`src/verilog/cmpctl_pkg.sv`:
```
// package: register map, field positions, reset values and event modes of the comparator control
package cmpctl_pkg;
	// ==========================================================
	// register byte addresses on the apb bus
	localparam logic [11:0] ADDR_CTRL_STATUS = 12'h000; // comparator_control_status
	localparam logic [11:0] ADDR_SPECIAL_IO  = 12'h004; // special_function_io
	localparam logic [11:0] ADDR_IRQ_STATUS  = 12'h008; // sticky event status, write one clears
	localparam logic [11:0] ADDR_IRQ_MASK    = 12'h00C; // mask for the level interrupt output
	// ==========================================================
	// comparator_control_status field positions
	localparam int BIT_POWER_OFF  = 7;
	localparam int BIT_REF_SELECT = 6;
	localparam int BIT_RESULT     = 5;
	localparam int BIT_EVENT_FLAG = 4;
	localparam int BIT_IRQ_ENABLE = 3;
	localparam int BIT_CAPTURE    = 2;
	localparam int BIT_MODE_HI    = 1;
	localparam int BIT_MODE_LO    = 0;
	// special_function_io field position
	localparam int BIT_NEG_MUX_EN = 3;
	// irq status / mask layout
	localparam int IRQ_EVENT  = 0; // comparator event matched the mode
	localparam int IRQ_RISE   = 1; // any rising edge of the result
	localparam int IRQ_FALL   = 2; // any falling edge of the result
	localparam int IRQ_BITS   = 3;
	// ==========================================================
	// reset values
	localparam logic [7:0] RST_CTRL    = 8'h00;
	localparam logic [7:0] RST_SPECIAL = 8'h00;
	localparam logic [2:0] RST_IRQ     = 3'h0;
	localparam logic [1:0] SYNC_RST    = 2'h0;
	// ==========================================================
	// event mode codes
	typedef enum logic [1:0] {
		CMPCTL_MODE_TOGGLE   = 2'h0,
		CMPCTL_MODE_RESERVED = 2'h1,
		CMPCTL_MODE_FALL     = 2'h2,
		CMPCTL_MODE_RISE     = 2'h3
	} cmpctl_mode_e;
endpackage

```
`src/verilog/cmpctl_sync.sv`:
```
// file: two-stage synchroniser for the raw comparator result
`timescale 1ns/1ps
`default_nettype none
module cmpctl_sync (
	input  wire logic pclk,    // system clock
	input  wire logic presetn, // async reset, active low
	input  wire logic d_in,    // asynchronous level
	output logic      q_out    // synchronised level
);
	logic meta_r;
	// ==========================================================
	// first stage feeds only the second stage
	always_ff @(posedge pclk or negedge presetn) begin
		if (!presetn) begin
			meta_r <= 1'b0;
			q_out  <= 1'b0;
		end else begin
			meta_r <= d_in;
			q_out  <= meta_r;
		end
	end
endmodule
`default_nettype wire

```
`src/verilog/cmpctl_top.sv`:
```
// file: comparator control, event detect, interrupt and capture routing with apb registers
// Functional notes
// - result bit is synchronised, one-two cycle lag
// - result one when positive input above negative
// - mux enable and converter off steer channel
// - power-off bit removes comparator power
// - reference select feeds fixed reference positive
// - matching event sets flag regardless of enable
// - request needs flag, enable and global enable
// - flag clears when processor vectors to handler
// - writing one clears flag, zero keeps
// - capture route drives timer capture front end
// - route off means no capture connection
// - mode: toggle, reserved, falling, rising
// - channel field picks negative analog channel
`timescale 1ns/1ps
`default_nettype none
module cmpctl_top (
	input  wire logic        pclk,                // system clock, 50 MHz
	input  wire logic        presetn,             // async reset, active low
	input  wire logic        psel,                // apb select
	input  wire logic        penable,             // apb access phase
	input  wire logic        pwrite,              // apb direction
	input  wire logic [11:0] paddr,               // apb byte address
	input  wire logic [31:0] pwdata,              // apb write data
	input  wire logic [3:0]  pstrb,               // apb byte strobes
	output logic      [31:0] prdata,              // apb read data
	output logic             pready,              // apb ready
	output logic             pslverr,             // apb error on unmapped address
	input  wire logic        comparator_raw,      // analog core result, pos above neg
	input  wire logic        converter_enable,    // converter switched on
	input  wire logic [2:0]  converter_channel_field, // converter channel select
	input  wire logic        global_irq_enable,   // processor global interrupt enable
	input  wire logic        irq_vector_ack,      // pulse: processor vectors to handler
	output logic             comparator_power_off,// power down to analog core
	output logic             positive_ref_select, // 1: fixed reference on positive input
	output logic             negative_mux_select, // 1: channel mux drives negative input
	output logic      [2:0]  negative_channel,    // channel routed to negative input
	output logic             capture_input,       // to timer capture front end
	output logic             comparator_irq,      // comparator interrupt request
	output logic             irq                  // masked sticky status interrupt
);
	// ==========================================================
	// registers
	logic [7:0] ctrl_r;
	logic [7:0] special_r;
	logic [2:0] irq_status_r;
	logic [2:0] irq_mask_r;
	logic       result_prev_r;
	logic       result_sync;
	logic       flag_r;

	// ==========================================================
	// synchroniser: two flops give one to two cycles of lag
	cmpctl_sync u_sync (
		.pclk    (pclk),
		.presetn (presetn),
		.d_in    (comparator_raw),
		.q_out   (result_sync)
	);

	// ==========================================================
	// apb decode
	wire access    = psel & penable;
	wire wr_en     = access & pwrite & pstrb[0];
	wire hit_ctrl  = paddr == cmpctl_pkg::ADDR_CTRL_STATUS;
	wire hit_spec  = paddr == cmpctl_pkg::ADDR_SPECIAL_IO;
	wire hit_stat  = paddr == cmpctl_pkg::ADDR_IRQ_STATUS;
	wire hit_mask  = paddr == cmpctl_pkg::ADDR_IRQ_MASK;
	wire mapped    = hit_ctrl | hit_spec | hit_stat | hit_mask;
	wire wr_ctrl   = wr_en & hit_ctrl;
	wire wr_spec   = wr_en & hit_spec;
	wire wr_stat   = wr_en & hit_stat;
	wire wr_mask   = wr_en & hit_mask;

	// ==========================================================
	// event detection against the previous synchronised sample
	wire rise_ev  = result_sync & ~result_prev_r;
	wire fall_ev  = ~result_sync & result_prev_r;
	wire [1:0] mode = ctrl_r[cmpctl_pkg::BIT_MODE_HI:cmpctl_pkg::BIT_MODE_LO];
	wire mode_tog = mode == cmpctl_pkg::CMPCTL_MODE_TOGGLE;
	wire mode_fal = mode == cmpctl_pkg::CMPCTL_MODE_FALL;
	wire mode_ris = mode == cmpctl_pkg::CMPCTL_MODE_RISE;
	// reserved code matches nothing, so it never raises the flag
	wire match_ev = (mode_tog & (rise_ev | fall_ev)) |
		(mode_fal & fall_ev) | (mode_ris & rise_ev);
	wire [2:0] ev_vec = {fall_ev, rise_ev, match_ev};

	// ==========================================================
	// flag clear sources; a new event wins over any clear
	wire flag_wr_clr = wr_ctrl & pwdata[cmpctl_pkg::BIT_EVENT_FLAG];
	wire flag_clr    = flag_wr_clr | irq_vector_ack;
	wire flag_nxt    = match_ev | (flag_r & ~flag_clr);

	// ==========================================================
	// routing to the analog core and the timer
	wire irq_en      = ctrl_r[cmpctl_pkg::BIT_IRQ_ENABLE];
	wire route_cap   = ctrl_r[cmpctl_pkg::BIT_CAPTURE];
	wire neg_mux_nxt = special_r[cmpctl_pkg::BIT_NEG_MUX_EN] & ~converter_enable;
	wire cap_nxt     = route_cap & result_sync;
	wire creq_nxt    = flag_nxt & irq_en & global_irq_enable;
	wire [2:0] stat_nxt = ev_vec | (irq_status_r & ~(pwdata[2:0] & {3{wr_stat}}));
	wire irq_nxt     = |(stat_nxt & irq_mask_r);

	// ==========================================================
	// read mux; the result bit is live, other bits from registers
	wire [7:0] ctrl_rd = {ctrl_r[7:6], result_sync, flag_r, ctrl_r[3:0]};
	wire [31:0] rd_nxt =
		hit_ctrl ? {24'h000000, ctrl_rd} :
		hit_spec ? {24'h000000, special_r} :
		hit_stat ? {29'h00000000, irq_status_r} :
		hit_mask ? {29'h00000000, irq_mask_r} : 32'h00000000;

	// ==========================================================
	// control registers; writes only land on the apb access edge
	always_ff @(posedge pclk or negedge presetn) begin
		if (!presetn) begin
			ctrl_r    <= cmpctl_pkg::RST_CTRL;
			special_r <= cmpctl_pkg::RST_SPECIAL;
		end else begin
			if (wr_ctrl) begin
				// result and flag positions are not stored from the bus
				ctrl_r <= pwdata[7:0] & 8'hCF;
			end
			if (wr_spec) begin
				special_r <= pwdata[7:0];
			end
		end
	end

	// ==========================================================
	// event flag, previous sample and sticky status
	always_ff @(posedge pclk or negedge presetn) begin
		if (!presetn) begin
			flag_r        <= 1'b0;
			result_prev_r <= 1'b0;
			irq_status_r  <= cmpctl_pkg::RST_IRQ;
			irq_mask_r    <= cmpctl_pkg::RST_IRQ;
		end else begin
			flag_r        <= flag_nxt;
			result_prev_r <= result_sync;
			irq_status_r  <= stat_nxt;
			if (wr_mask) begin
				irq_mask_r <= pwdata[2:0];
			end
		end
	end

	// ==========================================================
	// registered outputs; zero wait states keep the bus simple
	always_ff @(posedge pclk or negedge presetn) begin
		if (!presetn) begin
			prdata               <= 32'h00000000;
			pready               <= 1'b0;
			pslverr              <= 1'b0;
			comparator_power_off <= 1'b0;
			positive_ref_select  <= 1'b0;
			negative_mux_select  <= 1'b0;
			negative_channel     <= 3'h0;
			capture_input        <= 1'b0;
			comparator_irq       <= 1'b0;
			irq                  <= 1'b0;
		end else begin
			pready               <= psel & ~penable;
			pslverr              <= psel & ~penable & ~mapped;
			prdata               <= (psel & ~penable & ~pwrite) ? rd_nxt : 32'h00000000;
			comparator_power_off <= wr_ctrl ? pwdata[cmpctl_pkg::BIT_POWER_OFF] :
				ctrl_r[cmpctl_pkg::BIT_POWER_OFF];
			positive_ref_select  <= wr_ctrl ? pwdata[cmpctl_pkg::BIT_REF_SELECT] :
				ctrl_r[cmpctl_pkg::BIT_REF_SELECT];
			negative_mux_select  <= neg_mux_nxt;
			negative_channel     <= converter_channel_field;
			capture_input        <= cap_nxt;
			comparator_irq       <= creq_nxt;
			irq                  <= irq_nxt;
		end
	end
endmodule
`default_nettype wire
```
`config.mk`:
```
export PLATFORM = sky130hd
export DESIGN_NAME = cmpctl_top
export DESIGN_NICKNAME = d
export VERILOG_FILES = /design/src/verilog/cmpctl_pkg.sv /design/src/verilog/cmpctl_sync.sv /design/src/verilog/cmpctl_top.sv
export SDC_FILE = /design/constraint.sdc
export NUM_CORES = 1
export LEC_CHECK = 0
export ABC_CLOCK_PERIOD_IN_PS = 1800
export BUFFER_PORTS_ARGS = -buffer_cell sky130_fd_sc_hd__buf_2
export CORE_ASPECT_RATIO = 2
export CORE_UTILIZATION = 44
export DETAILED_ROUTE_END_ITERATION = 10
export PLACE_DENSITY = 0.79
export SETUP_SLACK_MARGIN = 0.05
export SLEW_MARGIN = 15
export SYNTH_ARGS = -nofsm -noshare
export SYNTH_HDL_FRONTEND = slang
export SYNTH_SLANG_ARGS = --single-unit
```
`constraint.sdc`:
```
create_clock -name pclk -period 1.8 [get_ports pclk]
set_input_delay 0.18 -clock pclk [delete_from_list [all_inputs] [get_ports pclk]]
set_output_delay 0.18 -clock pclk [all_outputs]
set_load 0.02 [all_outputs]
```
==> results of run 1 <==
## metal layers
metal / wire length [um] / up-vias / GRT usage (%)
met5: 0 / - / 0
met4: 62 / 0 / 8.33
met3: 125 / 5 / 2.71
met2: 2290 / 40 / 33.1
met1: 1360 / 666 / 16.9
li1: - / 627 / -
## logic make-up after synthesis
kind of cell | Yosys count | share of synthesized area [%]
muxes | 25 | 14.1
DFF | 43 | 55.8
AOI/OAI and AO/OA | 16 | 5.90
other | 1 | 0.194
buffers and inverters | 34 | 11.4
and+or+nand+nor | 32 | 11.3
adders and majority gates | 2 | 1.30
## state kept, by name, summed over array words and instances, names as in the netlist
name and flops:
ctrl_r 6, pready 1, comparator_power_off 1, negative_mux_select 1
irq_mask_r 3, result_prev_r 1, prdata 8, flag_r 1
pslverr 1, u_sync.meta_r 1, capture_input 1, irq 1
irq_status_r 3, negative_channel 3, special_r 8, positive_ref_select 1
comparator_irq 1, u_sync.q_out 1
## final timing paths
kind	endpoint	slack, ns	cells after the start	start
max reg2reg	irq	0.18	7	u_sync.q_out
min reg2reg	u_sync.q_out	0.36	0	u_sync.meta_r
max	irq_mask_r[1]	0.01	8	paddr[9]
min in group asynchronous	special_r[2]	0.40	2	presetn
min	negative_mux_select	0.03	2	converter_enable
max in group asynchronous	ctrl_r[0]	0.91	3	presetn
## power groups by stage
stage	combinational, mW	clock, mW	sequential, mW
finish	0.193	0.588	0.982
global route	0.211	0.645	0.984
CTS	0.186	0.598	0.982
detailed placement	0.178	0	1.00
global placement	0.174	0	1.00
floorplan	0.123	0	1.01
## worst register-to-register path: stages, from the launching register on
cell and delay [ns]:
sky130_fd_sc_hd__dfrtp_1 0.40, sky130_fd_sc_hd__inv_1 0.06, sky130_fd_sc_hd__ha_1 0.20, sky130_fd_sc_hd__inv_1 0.10, sky130_fd_sc_hd__o21ai_1 0.08, sky130_fd_sc_hd__a21o_1 0.20, sky130_fd_sc_hd__a21o_1 0.18, sky130_fd_sc_hd__a221o_1 0.29
## cell type report
class                           instances  area (sq um)
Fill cell                             363          1630
Sequential cell                        43          1080
Clock inverter                          2          12.5
Tap cell                               52          65.1
Timing Repair Buffer                   70           454
Clock buffer                            6          72.6
Multi-Input combinational cell         99           793
Inverter                                6          22.5
## repair_timing
item / 4_1_cts / 5_1_grt
cloned: 0 / 0
gates resized for setup: 5 / 13
hold endpoints to repair: 24 / 1
setup buffers: 0 / 1
setup endpoints to repair: 11 / 15
hold buffers: 4 / 1
pin swaps: 0 / 1
## synth_stat cells, types with 3 or more instances
cell type	n	area, sq um
sky130_fd_sc_hd__mux2i_1	8	80.1
sky130_fd_sc_hd__nor2_1	7	26.3
sky130_fd_sc_hd__dfrtp_1	43	1080
sky130_fd_sc_hd__mux2_2	16	180
sky130_fd_sc_hd__a21o_1	3	22.5
sky130_fd_sc_hd__inv_1	6	22.5
sky130_fd_sc_hd__o311a_1	3	30.0
sky130_fd_sc_hd__nor3b_1	4	30.0
sky130_fd_sc_hd__a21oi_1	5	25.0
sky130_fd_sc_hd__buf_4	24	180
sky130_fd_sc_hd__nand2_1	5	18.8
## placed cells by master, fill, tap and decap left out, types with 2 or more instances in the layout
master and instances:
sky130_fd_sc_hd__buf_12 3, sky130_fd_sc_hd__nor3_4 2, sky130_fd_sc_hd__buf_2 50, sky130_fd_sc_hd__ha_1 2, sky130_fd_sc_hd__conb_1 24, sky130_fd_sc_hd__a31oi_1 2, sky130_fd_sc_hd__mux2_4 17, sky130_fd_sc_hd__nand2_1 5
sky130_fd_sc_hd__nor2_1 7, sky130_fd_sc_hd__dfrtp_1 43, sky130_fd_sc_hd__a21o_1 3, sky130_fd_sc_hd__clkbuf_8 5, sky130_fd_sc_hd__dlygate4sd3_1 5, sky130_fd_sc_hd__nor3b_1 4, sky130_fd_sc_hd__buf_4 11, sky130_fd_sc_hd__mux2i_1 8
sky130_fd_sc_hd__a21oi_1 5, sky130_fd_sc_hd__inv_1 6, sky130_fd_sc_hd__nor3_1 2, sky130_fd_sc_hd__o311a_1 3, sky130_fd_sc_hd__or4_4 2, sky130_fd_sc_hd__and2_1 2
## metrics by stage
step / worst slack [ns] / hold WS, ns
final: 0.0144 / 0.0309
after floorplan: -0.208 / -0.116
after CTS: 0.0224 / 0.00291
after detailed placement: -0.337 / 0.186
after global routing: -0.0354 / 0.0208
after global placement: -0.306 / 0.170
==> flow_summary_export.csv, run 1 <==
group,metric,value,unit
clock_network,clock_sink_count,43,
place,place.detailed.instances,264,
setup_path,timing.setup.critical_path_class,"primary input to register",
sta,report.final.setup_viol,0,
route,drt_iter0_markers,16,
pwr,power_density,706,nW/um^2
pwr,share_seq_of_total_power,55.7,%
global_route,vias_in_the_first_global_route,1334,
sta,post-route-period-util,99.2,%
logic_synthesis,count_of_yosys_warnings_during_synthesis,0,
setup_path,cp_slowest_stage_delay,0.54,ns
logic_synthesis,synth.lib_cells_used.distinct,32,
clock_network,tritoncts,"built",
floorplanning,placement_rows,33,
logic_synthesis,post_synth.cell_area_avg,12.6,sq um
floorplanning,design.portCount,103,
clock_network,clock_insertion_delay_worst_skew,0.29,ns
sta,grt_setup_unrepaired,"true",
setup_path,crit_path_end_kind,"register",
logic_synthesis,ys_dominant_reg_cell,"sky130_fd_sc_hd__dfrtp_1",
final_layout,post-route-cell-area,2500,sq um
pwr,p_comb_share,10.9,%
floorplanning,floorplan.initialDensity,46.7,%
floorplanning,chipHeight,95.6,um
setup_path,family_with_the_most_delay_on_the_worst_path,"simple AND/OR/NAND/NOR gates",
final_layout,finalCoreUtilization,60.5,%
pwr,netSwitchingFraction,25.3,%
place,port-buffer-count,51,
route,route.antenna.remaining_nets,0,
pwr,clock_power_share,33.3,%
route,via_count,1338,
route,routedWlPerCell,13.8,um
logic_synthesis,synth-async-reset-ratio,100,%
setup_path,worst-path-buf-inv,3,
clock_network,htreeDepth,2,
setup_path,arrival_time_at_the_worst_endpoint,1.96,ns
route,routed_via_density,4.81,
sta,final.min_clock_period,1.79,ns
global_route,grt_overflow_total,0,
final_layout,stdcell_count,278,
logic_synthesis,synthCells,153,
sta,tightest_pin_transition,0.510,ns
global_route,grt_antenna_before_repair,0,
sta,max_slew_margin,66.0,%
final_layout,final_net_count,287,
floorplanning,fp.dieArea,4670,sq um
route,detailedRoute.firstPassIterationCount,4,
place,gp_congestion,0.877,
place,dp.final_hpwl,2.82,mm
run,cap_violations,0,
place,detailed_place.area,2280,sq um
logic_synthesis,synth_sequential_area_ratio,55.8,%
pwr,fin_total_pwr,1.76,mW
clock_network,library_cell_used_as_clock_root_buffer,"sky130_fd_sc_hd__clkbuf_8",
setup_path,crit_top_cell,"sky130_fd_sc_hd__buf_4",
global_route,grt_max_degree,23,
setup_path,worst-endpoint-required,1.97,ns
global_route,global_route.usage.total,17.0,%
logic_synthesis,synth_enable_flop_cells,0,
pwr,power.switching,0.446,mW
sta,finClkSkew,0.00749,ns
final_layout,layout_cell_share_with_drive_strength_beyond_1,42.0,%
sta,setup_total_negative_slack,0,ns
sta,final_number_of_max_transition_violations,0,
floorplanning,die-width,48.8,um
sta,hold_viol_final,0,
clock_network,cts_made_buffers,5,
clock_network,clkTransAtPathRegs,0.08,ns
floorplanning,std_cell_core_area,4130,sq um
logic_synthesis,synth.ff_latch_count,43,
clock_network,clock_tree.buffer_depth,2,
route,post-route-drc-count,0,
sta,max_clock_freq,560,MHz
logic_synthesis,synthesis.area,1930,sq um
setup_path,worst_setup_path_start_kind,"primary input",
setup_path,critical_path.cell_chain,"buf_6, or4_4, nor4_4, buf_4, nand2_1, nor3_1, buf_4, mux2_4",
pwr,max-vdd-ir-drop,0.579,mV
run_status,status,"finished clean",
hold_path,holdCritPathClass,"primary input to register",
setup_path,crit_path_top_delay_cell,"sky130_fd_sc_hd__or4_4",
route,routed_wirelength,3.84,mm
setup_path,worst-path-max-fanout,3,
pwr,cellLeakagePower,1.30,nW
pwr,cellInternalPower,1.32,mW
final_layout,antenna-diode-count,0,
final_layout,layout-area-overhead-vs-synth,29.5,%
global_route,wire_length_of_the_first_global_routing_pass,5.88,mm
(Power assumes the default switching activity.)
==> inputs of run 2 (changes only) <==
- ABC_CLOCK_PERIOD_IN_PS: 1800 -> 2000
- BUFFER_PORTS_ARGS: -buffer_cell sky130_fd_sc_hd__buf_2 -> -buffer_cell sky130_fd_sc_hd__clkbuf_2
- clock period: 1.8 -> 2 ns (I/O delays scaled with it)
==> flow_summary_export.csv, run 2 (synthesis gave the netlist of run 1 again) <==
group,metric,value,unit
setup_path,regToRegSetupSlack,0.36,ns
run,cap_violations,0,
route,route.antenna.remaining_nets,0,
pwr,cellInternalPower,1.34,mW
route,routed_via_density,4.70,
route,via_count,1298,
final_layout,layout-area-overhead-vs-synth,25.6,%
setup_path,critical_r2r_launch,"u_sync.q_out",
setup_path,timing.critical_path.to,"special_r[6]",
floorplanning,design.portCount,103,
route,detailedRoute.firstPassIterationCount,4,
global_route,vias_in_the_first_global_route,1286,
sta,report.final.setup_viol,0,
global_route,grt_overflow_total,0,
floorplanning,placement_rows,33,
final_layout,layout_cell_share_with_drive_strength_beyond_1,40.6,%
clock_network,clock_insertion_delay_worst_skew,0.30,ns
route,drt_iter0_markers,21,
sta,hold_viol_final,0,
setup_path,crit_path_top_delay_cell,"sky130_fd_sc_hd__or4_4",
setup_path,family_with_the_most_delay_on_the_worst_path,"simple AND/OR/NAND/NOR gates",
floorplanning,chipHeight,95.6,um
floorplanning,std_cell_core_area,4130,sq um
place,dp.final_hpwl,2.79,mm
clock_network,cts_made_buffers,5,
final_layout,final_net_count,285,
route,post-route-drc-count,0,
setup_path,worst_setup_path_start_kind,"primary input",
setup_path,startpoint,"paddr[9]",
final_layout,biggestRegsByFlops,"prdata x8, special_r x8, ctrl_r x6",
pwr,p_comb_share,9.1,%
pwr,cellLeakagePower,1.28,nW
sta,final.min_clock_period,1.82,ns
clock_network,tritoncts,"built",
run_status,status,"finished clean",
final_layout,filler_cell_count,361,
final_layout,final_common_cell,"sky130_fd_sc_hd__clkbuf_2",
clock_network,clock_tree.buffer_depth,2,
final_layout,antenna-diode-count,0,
sta,setup_total_negative_slack,0,ns
floorplanning,fp.dieArea,4670,sq um
setup_path,timing.setup.critical_path_class,"primary input to register",
place,gp_congestion,0.765,
final_layout,most_frequent_cells_in_the_layout,"sky130_fd_sc_hd__clkbuf_2 (51), sky130_fd_sc_hd__dfrtp_1 (43), sky130_fd_sc_hd__conb_1 (24)",
sta,hold_slack,0.0418,ns
pwr,power.switching,0.403,mW
hold_path,hold_path_startpoint,"converter_enable",
setup_path,timing.rr.end,"irq",
global_route,wire_length_of_the_first_global_routing_pass,5.60,mm
sta,post-route-period-util,91.1,%
global_route,global_route.usage.total,17.0,%
pwr,power_density,721,nW/um^2
setup_path,arrival_time_at_the_worst_endpoint,2.00,ns
sta,max_clock_freq,549,MHz
pwr,clock_power_share,40.3,%
pwr,max-vdd-ir-drop,0.583,mV
floorplanning,floorplan.initialDensity,46.7,%
global_route,grt_antenna_before_repair,0,
setup_path,crit_path_end_kind,"register",
place,port-buffer-count,51,
setup_path,worst-r2r-cell-count,7,
setup_path,worstSetupPathDepth,7,
setup_path,worst-endpoint-required,2.18,ns
place,pre_cts_ws,-0.150,ns
setup_path,cp_slowest_stage_delay,0.54,ns
setup_path,worst-path-buf-inv,2,
clock_network,htreeDepth,2,
sta,finClkSkew,0.00585,ns
clock_network,clock_sink_count,43,
route,routedWlPerCell,12.5,um
route,routed_wirelength,3.46,mm
setup_path,critical_path.cell_chain,"clkbuf_2, or4_4, nor4_4, nand2b_1, nor3_4, buf_4, mux2_2",
clock_network,clkTransAtPathRegs,0.08,ns
sta,grt_setup_unrepaired,"false",
clock_network,cts_setup_buffers,0,
sta,final_number_of_max_transition_violations,0,
setup_path,worst-path-max-fanout,5,
clock_network,library_cell_used_as_clock_root_buffer,"sky130_fd_sc_hd__clkbuf_8",
hold_path,holdCritPathClass,"primary input to register",
pwr,netSwitchingFraction,23.1,%
sta,fin_ws,0.179,ns
floorplanning,die-width,48.8,um
global_route,grt_max_degree,22,
pwr,share_seq_of_total_power,50.6,%
run 2: worst min path at each step:
stage	cells past startpoint	end
4_1_cts	1	negative_channel[0]
5_1_grt	2	negative_mux_select
2_1_floorplan	0	capture_input
3_3_place_gp	1	negative_channel[2]
6_report	2	negative_mux_select
3_5_place_dp	1	negative_channel[1]
run 2: worst reg2reg max path, delay by kind of cell, from the launching register on:
family          cells  cell delay, ns
flops               1            0.40
compound gates      4            0.80
fa+ha+maj           1            0.19
buf+inv             2            0.13
run 2: what timing repair did:
| item | 4_1_cts | 5_1_grt |
|---|---|---|
| hold buffers | 3 | 2 |
| endpoints found under the setup margin | 0 | 0 |
| hold endpoints to repair | 13 | 2 |
| gates resized for setup | 0 | 0 |
run 2: power by group through the flow:
stage,registers (mW),logic (mW),clock network (mW)
final,0.884,0.159,0.703
after global placement,0.901,0.150,0
after global routing,0.885,0.174,0.771
after detailed placement,0.902,0.152,0
after floorplan,0.908,0.111,0
after CTS,0.884,0.157,0.725
run 2: final cells by class:
| type | count | area [sq um] | share of cell area (%) |
|---|---|---|---|
| Sequential cell | 43 | 1080 | 44.4 |
| Multi-Input combinational cell | 99 | 729 | 30.1 |
| Timing Repair Buffer | 68 | 408 | 16.8 |
| Clock buffer | 6 | 82.6 | 3.41 |
| Tap cell | 52 | 65.1 | 2.69 |
| Clock inverter | 2 | 38.8 | 1.60 |
| Inverter | 6 | 22.5 | 0.930 |
run 2: stage by stage:
stage | util [%] | total power, mW | std cells | instance area, sq um
final | 58.7 | 1.75 | 276 | 2420
after global routing | 58.7 | 1.83 | 276 | 2420
after CTS | 58.2 | 1.77 | 274 | 2400
after detailed placement | 54.5 | 1.05 | 263 | 2250
after global placement | 54.5 | 1.05 | 263 | 2250
after floorplan | - | 1.02 | 176 | 2030
run 2: routing by layer:
| metal | share of wire (%) | wire (um) | vias up | track usage, % |
|---|---|---|---|---|
| met2 | 58 | 1990 | 51 | 31.0 |
| li1 | - | - | 619 | - |
| met5 | 0 | 0 | - | 0 |
| met1 | 34 | 1160 | 618 | 15.7 |
| met4 | 3.7 | 129 | 0 | 12.0 |
| met3 | 5.0 | 174 | 10 | 5.42 |
